$ cat src/hw/ebms_defines.svh
// Constants for the external bus mode sequencer
`ifndef EBMS_DEFINES_SVH
`define EBMS_DEFINES_SVH

// System clock period in ns (10 MHz)
`define EBMS_CLK_PERIOD_NS 100

// Bus format codes, one 2-bit field per chip select
`define EBMS_FMT_PASS 2'h0
`define EBMS_FMT_THREE 2'h1
`define EBMS_FMT_FOUR 2'h2
`define EBMS_FMT_SPARE 2'h3

// Width of one format field and of one clocks-per-state field
`define EBMS_FMT_W 2
`define EBMS_CLK_W 4

// Clocks per state limits for each format
`define EBMS_THREE_MIN_CLOCKS 4'h1
`define EBMS_FOUR_MIN_CLOCKS 4'h2
`define EBMS_MAX_CLOCKS 4'hF

// Reset values of the per chip select configuration
`define EBMS_RST_FORMAT 2'h0
`define EBMS_RST_CLOCKS 4'h2
`define EBMS_RST_MUX 1'h0

`endif

$ cat src/hw/ebms_pkg.sv
// Types shared by the external bus mode sequencer files
package ebms_pkg;

   // Bus cycle states; ebms_wait is an inserted stall state
   typedef enum logic [2:0] {
      ebms_idle,
      ebms_t1,
      ebms_t2,
      ebms_wait,
      ebms_t3,
      ebms_t4
   } ebms_state_t;

   // Bus format field of one chip select
   typedef logic [1:0] ebms_format_t;

endpackage

$ cat src/hw/ebms_state_timer.sv
// Clock counter that times one bus state of programmable length
`timescale 1ns/10ps
module ebms_state_timer
   import ebms_pkg::*;
#(
   parameter int W = 4
)
(
   input wire logic clk,
   input wire logic resetn,
   input wire logic run,
   input wire logic [W-1:0] length,
   output logic [W-1:0] count,
   output logic last
);

   // Final clock of the current state
   assign last = run && (count == length - W'(1));

   // Count restarts from zero at each state boundary
   always_ff @(posedge clk)
   begin
      if (!resetn || !run || last)
      begin
         count <= '0;
      end
      else
      begin
         count <= count + W'(1);
      end
   end

endmodule

$ cat src/hw/ebms_sequencer.sv
// Bus cycle sequencer for the three-state and four-state bus formats
//
// Summary of operation
// - Three-state cycles run T1, T2, T3, stalls.
// - Three-state T1 drives address and chip select.
// - Three-state T2 asserts strobe plus memory/io request.
// - Wait low before T2 end inserts stalls.
// - Three-state T3 holds signals; read captured ending.
// - Three-state states last 1 to 15 clocks.
// - Four-state may multiplex low address onto data.
// - Four-state cycles run T1 to T4, stalls.
// - Four-state T1: address, select, latch strobe pulse.
// - Separate-bus write drives data from T1.
// - Four-state T2 asserts strobe plus memory/io request.
// - Ready low before T3 stalls; T3 holds signals.
// - Four-state read captures at T4, drops strobe.
// - Four-state write drops strobe at T4, holds buses.
// - Four-state states last 2 to 15 clocks.
// - Format and clocks set per chip select.
`timescale 1ns/10ps
`include "ebms_defines.svh"
module ebms_sequencer
   import ebms_pkg::*;
#(
   parameter int CS_COUNT = 4,
   parameter int AW = 24,
   parameter int DW = 8
)
(
   input wire logic clk,
   input wire logic resetn,
   input wire logic cfg_load,
   input wire logic [CS_COUNT*`EBMS_FMT_W-1:0] cfg_format,
   input wire logic [CS_COUNT*`EBMS_CLK_W-1:0] cfg_clocks,
   input wire logic [CS_COUNT-1:0] cfg_mux,
   input wire logic req_valid,
   input wire logic req_write,
   input wire logic req_io,
   input wire logic [$clog2(CS_COUNT)-1:0] req_cs,
   input wire logic [AW-1:0] req_addr,
   input wire logic [DW-1:0] req_wdata,
   output logic req_ready,
   output logic rsp_valid,
   output logic rsp_bypass,
   output logic [DW-1:0] rsp_rdata,
   output logic [AW-1:0] addr_out,
   output logic [DW-1:0] data_out,
   output logic data_oe,
   input wire logic [DW-1:0] data_in,
   output logic [CS_COUNT-1:0] chip_select_n,
   output logic read_n,
   output logic write_n,
   output logic memory_request_n,
   output logic io_request_n,
   output logic addr_latch,
   input wire logic wait_n
);

   localparam int CW = `EBMS_CLK_W;
   localparam int SW = $clog2(CS_COUNT);

   // Clamp a programmed state length into the range of its format
   function automatic logic [CW-1:0] state_len(
      input ebms_format_t fmt,
      input logic [CW-1:0] clocks
   );
      logic [CW-1:0] len;
      len = clocks;
      if (fmt == `EBMS_FMT_FOUR && clocks < `EBMS_FOUR_MIN_CLOCKS)
      begin
         len = `EBMS_FOUR_MIN_CLOCKS;
      end
      else if (clocks < `EBMS_THREE_MIN_CLOCKS)
      begin
         len = `EBMS_THREE_MIN_CLOCKS;
      end
      return len;
   endfunction

   // True for the states in which the strobes are asserted
   function automatic logic strobe_state(input ebms_state_t st);
      return (st == ebms_t2) || (st == ebms_wait) || (st == ebms_t3);
   endfunction

   ebms_format_t fmt_cfg [CS_COUNT];
   logic [CW-1:0] clk_cfg [CS_COUNT];
   logic [CS_COUNT-1:0] mux_cfg;
   ebms_state_t state;
   ebms_state_t next_state;
   logic [SW-1:0] cs_q;
   logic write_q;
   logic io_q;
   logic four_q;
   logic mux_q;
   logic [CW-1:0] len_q;
   logic [AW-1:0] addr_q;
   logic [DW-1:0] wdata_q;
   logic wait_q;
   logic [CW-1:0] cnt;
   logic last;
   logic [CW-1:0] next_cnt;
   logic accept;
   logic req_pass;
   ebms_format_t req_fmt;
   logic sel_write;
   logic sel_io;
   logic sel_four;
   logic sel_mux;
   logic [SW-1:0] sel_cs;
   logic [CW-1:0] sel_len;
   logic [AW-1:0] sel_addr;
   logic [DW-1:0] sel_wdata;
   logic in_cycle;
   logic addr_phase;

   // Per chip select configuration, pass-through after reset
   always_ff @(posedge clk)
   begin
      if (!resetn)
      begin
         for (int i = 0; i < CS_COUNT; i++)
         begin
            fmt_cfg[i] <= `EBMS_RST_FORMAT;
            clk_cfg[i] <= `EBMS_RST_CLOCKS;
            mux_cfg[i] <= `EBMS_RST_MUX;
         end
      end
      else if (cfg_load)
      begin
         for (int i = 0; i < CS_COUNT; i++)
         begin
            fmt_cfg[i] <= cfg_format[i*`EBMS_FMT_W +: `EBMS_FMT_W];
            clk_cfg[i] <= cfg_clocks[i*CW +: CW];
            mux_cfg[i] <= cfg_mux[i];
         end
      end
   end

   // Request acceptance and format lookup for the addressed chip select
   assign req_fmt = fmt_cfg[req_cs];
   assign accept = req_valid && req_ready && (state == ebms_idle);
   assign req_pass = (req_fmt != `EBMS_FMT_THREE)
      && (req_fmt != `EBMS_FMT_FOUR);

   // Attributes of the cycle about to run, current or being accepted
   always_comb
   begin
      if (accept)
      begin
         sel_write = req_write;
         sel_io = req_io;
         sel_four = (req_fmt == `EBMS_FMT_FOUR);
         sel_mux = mux_cfg[req_cs];
         sel_cs = req_cs;
         sel_len = state_len(req_fmt, clk_cfg[req_cs]);
         sel_addr = req_addr;
         sel_wdata = req_wdata;
      end
      else
      begin
         sel_write = write_q;
         sel_io = io_q;
         sel_four = four_q;
         sel_mux = mux_q;
         sel_cs = cs_q;
         sel_len = len_q;
         sel_addr = addr_q;
         sel_wdata = wdata_q;
      end
   end

   // Latch the accepted request for the length of its bus cycle
   always_ff @(posedge clk)
   begin
      if (!resetn)
      begin
         cs_q <= '0;
         write_q <= 1'b0;
         io_q <= 1'b0;
         four_q <= 1'b0;
         mux_q <= 1'b0;
         len_q <= `EBMS_RST_CLOCKS;
         addr_q <= '0;
         wdata_q <= '0;
      end
      else if (accept && !req_pass)
      begin
         cs_q <= sel_cs;
         write_q <= sel_write;
         io_q <= sel_io;
         four_q <= sel_four;
         mux_q <= sel_mux;
         len_q <= sel_len;
         addr_q <= sel_addr;
         wdata_q <= sel_wdata;
      end
   end

   // Wait input registered once; a low seen here was low a clock earlier
   always_ff @(posedge clk)
   begin
      if (!resetn)
      begin
         wait_q <= 1'b1;
      end
      else
      begin
         wait_q <= wait_n;
      end
   end

   // Times each state, stall states included, at the configured length
   ebms_state_timer #(
      .W(CW)
   ) u_timer (
      .clk(clk),
      .resetn(resetn),
      .run(state != ebms_idle),
      .length(len_q),
      .count(cnt),
      .last(last)
   );

   assign next_cnt = (state == ebms_idle || last) ? '0 : cnt + CW'(1);

   // State sequence of one bus cycle
   always_comb
   begin
      next_state = state;
      unique case (state)
         ebms_idle:
         begin
            if (accept && !req_pass)
            begin
               next_state = ebms_t1;
            end
         end
         ebms_t1:
         begin
            if (last)
            begin
               next_state = ebms_t2;
            end
         end
         ebms_t2, ebms_wait:
         begin
            if (last)
            begin
               // Stall while wait was low a clock before state end
               next_state = wait_q ? ebms_t3 : ebms_wait;
            end
         end
         ebms_t3:
         begin
            if (last)
            begin
               next_state = four_q ? ebms_t4 : ebms_idle;
            end
         end
         ebms_t4:
         begin
            if (last)
            begin
               next_state = ebms_idle;
            end
         end
      endcase
   end

   // State register
   always_ff @(posedge clk)
   begin
      if (!resetn)
      begin
         state <= ebms_idle;
      end
      else
      begin
         state <= next_state;
      end
   end

   assign in_cycle = (next_state != ebms_idle);
   assign addr_phase = sel_four && sel_mux && (next_state == ebms_t1);

   // Address bus, loaded as T1 begins and held through the cycle
   always_ff @(posedge clk)
   begin
      if (!resetn)
      begin
         addr_out <= '0;
      end
      else if (accept && !req_pass)
      begin
         addr_out <= sel_addr;
      end
   end

   // Chip select low for the whole cycle, released when it ends
   always_ff @(posedge clk)
   begin
      if (!resetn || !in_cycle)
      begin
         chip_select_n <= '1;
      end
      else
      begin
         chip_select_n <= ~(CS_COUNT'(1) << sel_cs);
      end
   end

   // Read and store strobes from T2 through T3, dropped at T4 or end
   always_ff @(posedge clk)
   begin
      if (!resetn)
      begin
         read_n <= 1'b1;
         write_n <= 1'b1;
      end
      else
      begin
         read_n <= !(strobe_state(next_state) && !sel_write);
         write_n <= !(strobe_state(next_state) && sel_write);
      end
   end

   // Memory or io request from T2 until the cycle completes
   always_ff @(posedge clk)
   begin
      if (!resetn)
      begin
         memory_request_n <= 1'b1;
         io_request_n <= 1'b1;
      end
      else
      begin
         memory_request_n <= !((strobe_state(next_state)
            || next_state == ebms_t4) && !sel_io);
         io_request_n <= !((strobe_state(next_state)
            || next_state == ebms_t4) && sel_io);
      end
   end

   // Address latch strobe high for the first half of four-state T1
   always_ff @(posedge clk)
   begin
      if (!resetn)
      begin
         addr_latch <= 1'b0;
      end
      else
      begin
         addr_latch <= sel_four && (next_state == ebms_t1)
            && (next_cnt < (sel_len >> 1));
      end
   end

   // Data bus: low address in multiplexed T1, else write data
   always_ff @(posedge clk)
   begin
      if (!resetn)
      begin
         data_oe <= 1'b0;
         data_out <= '0;
      end
      else
      begin
         data_oe <= in_cycle && (addr_phase || sel_write);
         data_out <= addr_phase ? sel_addr[DW-1:0] : sel_wdata;
      end
   end

   // Read data captured on the edge that ends T3
   always_ff @(posedge clk)
   begin
      if (!resetn)
      begin
         rsp_rdata <= '0;
      end
      else if (state == ebms_t3 && last && !write_q)
      begin
         rsp_rdata <= data_in;
      end
   end

   // Completion pulse, bypass pulse and readiness toward the CPU side
   always_ff @(posedge clk)
   begin
      if (!resetn)
      begin
         rsp_valid <= 1'b0;
         rsp_bypass <= 1'b0;
         req_ready <= 1'b0;
      end
      else
      begin
         rsp_valid <= last && ((state == ebms_t3 && !four_q)
            || state == ebms_t4);
         rsp_bypass <= accept && req_pass;
         req_ready <= (next_state == ebms_idle);
      end
   end

endmodule

$ cat config.mk
export PLATFORM = sky130hd
export DESIGN_NAME = ebms_sequencer
export DESIGN_NICKNAME = d
export VERILOG_FILES = /design/src/hw/ebms_pkg.sv /design/src/hw/ebms_state_timer.sv /design/src/hw/ebms_sequencer.sv
export VERILOG_INCLUDE_DIRS = /design/src /design/src/hw
export SDC_FILE = /design/constraint.sdc
export NUM_CORES = 1
export LEC_CHECK = 0
export ABC_AREA = 1
export ABC_CLOCK_PERIOD_IN_PS = 5000
export BUFFER_PORTS_ARGS = -buffer_cell sky130_fd_sc_hd__buf_2
export CAP_MARGIN = 20
export CORE_UTILIZATION = 53
export CTS_CLUSTER_SIZE = 30
export DETAILED_ROUTE_END_ITERATION = 8
export PLACE_DENSITY = 0.9
export SETUP_SLACK_MARGIN = 0.02
export SLEW_MARGIN = 40
export SYNTH_ARGS = -nofsm -noshare
export SYNTH_HDL_FRONTEND = slang
export SYNTH_SLANG_ARGS = --single-unit
$ cat constraint.sdc
create_clock -name clk -period 5 [get_ports clk]
set_clock_uncertainty 0.1 [all_clocks]
set_input_delay 0.5 -clock clk [delete_from_list [all_inputs] [get_ports clk]]
set_output_delay 0.5 -clock clk [all_outputs]
set_load 0.02 [all_outputs]
==> flow_summary.ini <==
[floorplanning]
die_h_um = 96.4
num_io_pins = 130
die_w_um = 96.4
core_sq_um = 8680
placementRows = 34
initial_core_util_pct = 54.4
dieArea_sq_um = 9290

[drt]
wl_met3_um = 654
dr.pass1.iters = 6
wirelength_mm = 11.4
dr.first_iter.drc_count = 350
drc = 0
m1WireLength_mm = 4.57
vias_per_cell = 5.32
avgRoutedWirePerCell_um = 13.9
ant_nets = 0
dr_wl_met2_mm = 5.80
dr_total_vias = 4366
top_layer = met4

[clock_tree]
cts_buffer_depth = 2
hold_buffers = 0
cts_resized = 0
clock-sinks = 107
post_cts_buffers = 0
cts_max_level = 3
clkTransAtPathRegs_ps = 110
insertion_delay_ps = 370
tritoncts = done
numCtsBuffers = 9
cts-root-buf = clkbuf_8

[synthesis]
synth_top_cell_area_share_pct = 35.2
yosys.area.top_type = dfxtp_1
synth_edf_count = 24
ys_ff_latch = 107
synthSimpleGateAreaFrac_pct = 24.3
yosysUniqueCellTypes = 36
synth_fa_ha_area_share_pct = 1.59
synth_compound_area_share_pct = 11.4
synth.area.top_cells = dfxtp_1 35%, edfxtp_1 15%, nor2_1 9.6%
synthCells = 590
synth_area_sq_um = 4720
synthFlopType = dfxtp_1
ys_warn_count = 0
synth-xor-area-share_pct = 0.371
syn_nets = 673
synth_mux_area_share_pct = 3.60
syn_area_per_cell_sq_um = 8.00
synth_top_family_by_area = simple AND/OR/NAND/NOR gates
ys_async_sr_fraction_pct = 0
ys_seq_area_share_pct = 50.5

[global_route]
grt-ovfl-total = 0
grtUsageTotal_pct = 25.7
grt_pass1_wl_mm = 18.7
antenna_found_initial = 0
grt_pass1_vias = 4263
grt_max_degree = 65

[final_layout]
area_delta_synth_final_pct = 19.4
final_common_cell = buf_2
final_nets = 790
drive_gt1_share_pct = 25.0
antennaDiodeCount = 0
finalCoreUtilization_pct = 65.0
layout_common_cells = 128 x buf_2, 121 x nor2_1, 83 x dfxtp_1, 80 x nand2_1, 70 x inv_1

[worst_setup_path]
worstPathArrival_ps = 3680
rrSetupSlack_ps = 1580
required_ps = 5210
r2r_cells = 14
worstReg2RegStart = state[1]
r2r-end = data_out[0]
critPathLaunchType = input port
critPathCaptureType = register
crit_path_max_fanout = 48
critPathKind = input port to register
crit_chain = buf_2 > inv_1 > nand2_1 > a32o_1 > ha_1 > nor2_4 > buf_4 > inv_2 > nand3_1 > a21boi_4 > nand3_4 > nand2_1 > inv_1 > nor2_1
slowest_delay_ps = 380
slowest_stage = buf_4

[sta]
fmax_mhz = 288
setup_violations = 0
final.setup.tns_ps = 0
rsz0062_at_grt = no
post-route-period-util_pct = 69.5
period_minus_slack_ps = 3480
slew_headroom_pct = 50.2
final_max_slew_viol_count = 0
tightest_slew_ps = 746
hold_violations = 0

[status]
status = completed

[place]
finalWeightedCongestion = 0.928
hpwl_mm = 8.02
io_buffers = 129

[power_and_ir_drop]
ir_worst_vdd_uv = 248
power_density_nw_per_um2 = 390
p_leak_nw = 2.72

[worst_hold_path]
whs_endpoint = wait_q
holdCritStartpoint = wait_n
min_path_type = input port to register
hold_depth = 2

[flow_run]
maxCapViolations = 0
[Yosys cell counts, types with 2 or more instances]
master    number
dfxtp_1       83
ha_1           6
nand3_2        4
nand3_1       20
nor3_1         2
o22ai_1        3
inv_1         70
nand2_2        5
nor2_1       121
a21oi_1       22
or2_2          7
inv_2          5
o21ai_0       64
nor2_4         5
nand4_1       10
clkbuf_1      19
a211oi_1       3
mux2i_1       17
nand3b_1       2
edfxtp_1      24
nand2_1       80
buf_2          4
[cell type report]
class	instances	area, sq um
clock buffers	12	188
fillers	724	3040
flip-flops and latches	107	2380
clock inverters	4	35.0
multi-input cells	382	1950
well taps	108	135
repair buffers	131	663
inverters	76	285
[sequential cells by signal, summed over array words and instances, names as in the netlist, 2 cells and up]
register / count
addr_out: 24
chip_select_n: 4
clk_cfg: 16
cs_q: 2
data_out: 8
fmt_cfg: 8
len_q: 4
mux_cfg: 4
rsp_rdata: 8
state: 3
u_timer.count: 4
wdata_q: 8
[routing by layer]
layer / up-vias / global-route usage (%)
met5: - / 0
met4: 0 / 12.0
met3: 40 / 5.09
met2: 181 / 44.0
met1: 2024 / 31.1
li1: 2121 / -
[worst max-delay path: cells and delay by family]
family          cells  cell delay, ps
simple gates        6             860
compound gates      2             610
fa+ha+maj           1             340
buf+inv             5            1350
[worst max path at each step]
stage	startpoint	end	slack (ps)	cells after the start
2_1_floorplan	req_cs[0]	data_out[2]	2610	13
3_3_place_gp	req_cs[0]	data_out[3]	1480	14
3_5_place_dp	req_cs[0]	data_out[0]	1260	14
4_1_cts	req_cs[0]	data_out[0]	1570	14
5_1_grt	req_cs[0]	data_out[6]	1260	14
6_report	req_cs[0]	data_out[0]	1520	14
[power breakdown]
| part | internal, mW | switching [mW] | total (mW) |
|---|---|---|---|
| logic | 0.202 | 0.404 | 0.606 |
| registers | 0.977 | 0.0491 | 1.03 |
| clock network | 0.262 | 0.303 | 0.566 |
[per-stage QoR]
step	hold slack [ps]	power [mW]	area [sq um]	worst slack, ps	instances
6_report	229	2.20	5640	1520	820
5_1_grt	226	2.31	5640	1260	820
4_1_cts	225	2.20	5640	1570	820
3_5_place_dp	335	1.64	5410	1260	804
3_3_place_gp	329	1.60	5410	1480	804
2_1_floorplan	345	1.46	4720	2610	590
[kinds of logic (layout without fill, tap and decap cells)]
group / count (synthesis) / count (layout)
xor gates and xnor gates: 2 / 2
buffers and inverters: 101 / 223
AOI/OAI and AO/OA: 98 / 98
DFF: 107 / 107
adders and majority gates: 6 / 6
muxes: 17 / 17
and+or+nand+nor: 259 / 259
Note: power is estimated with default switching activity, not from simulation.
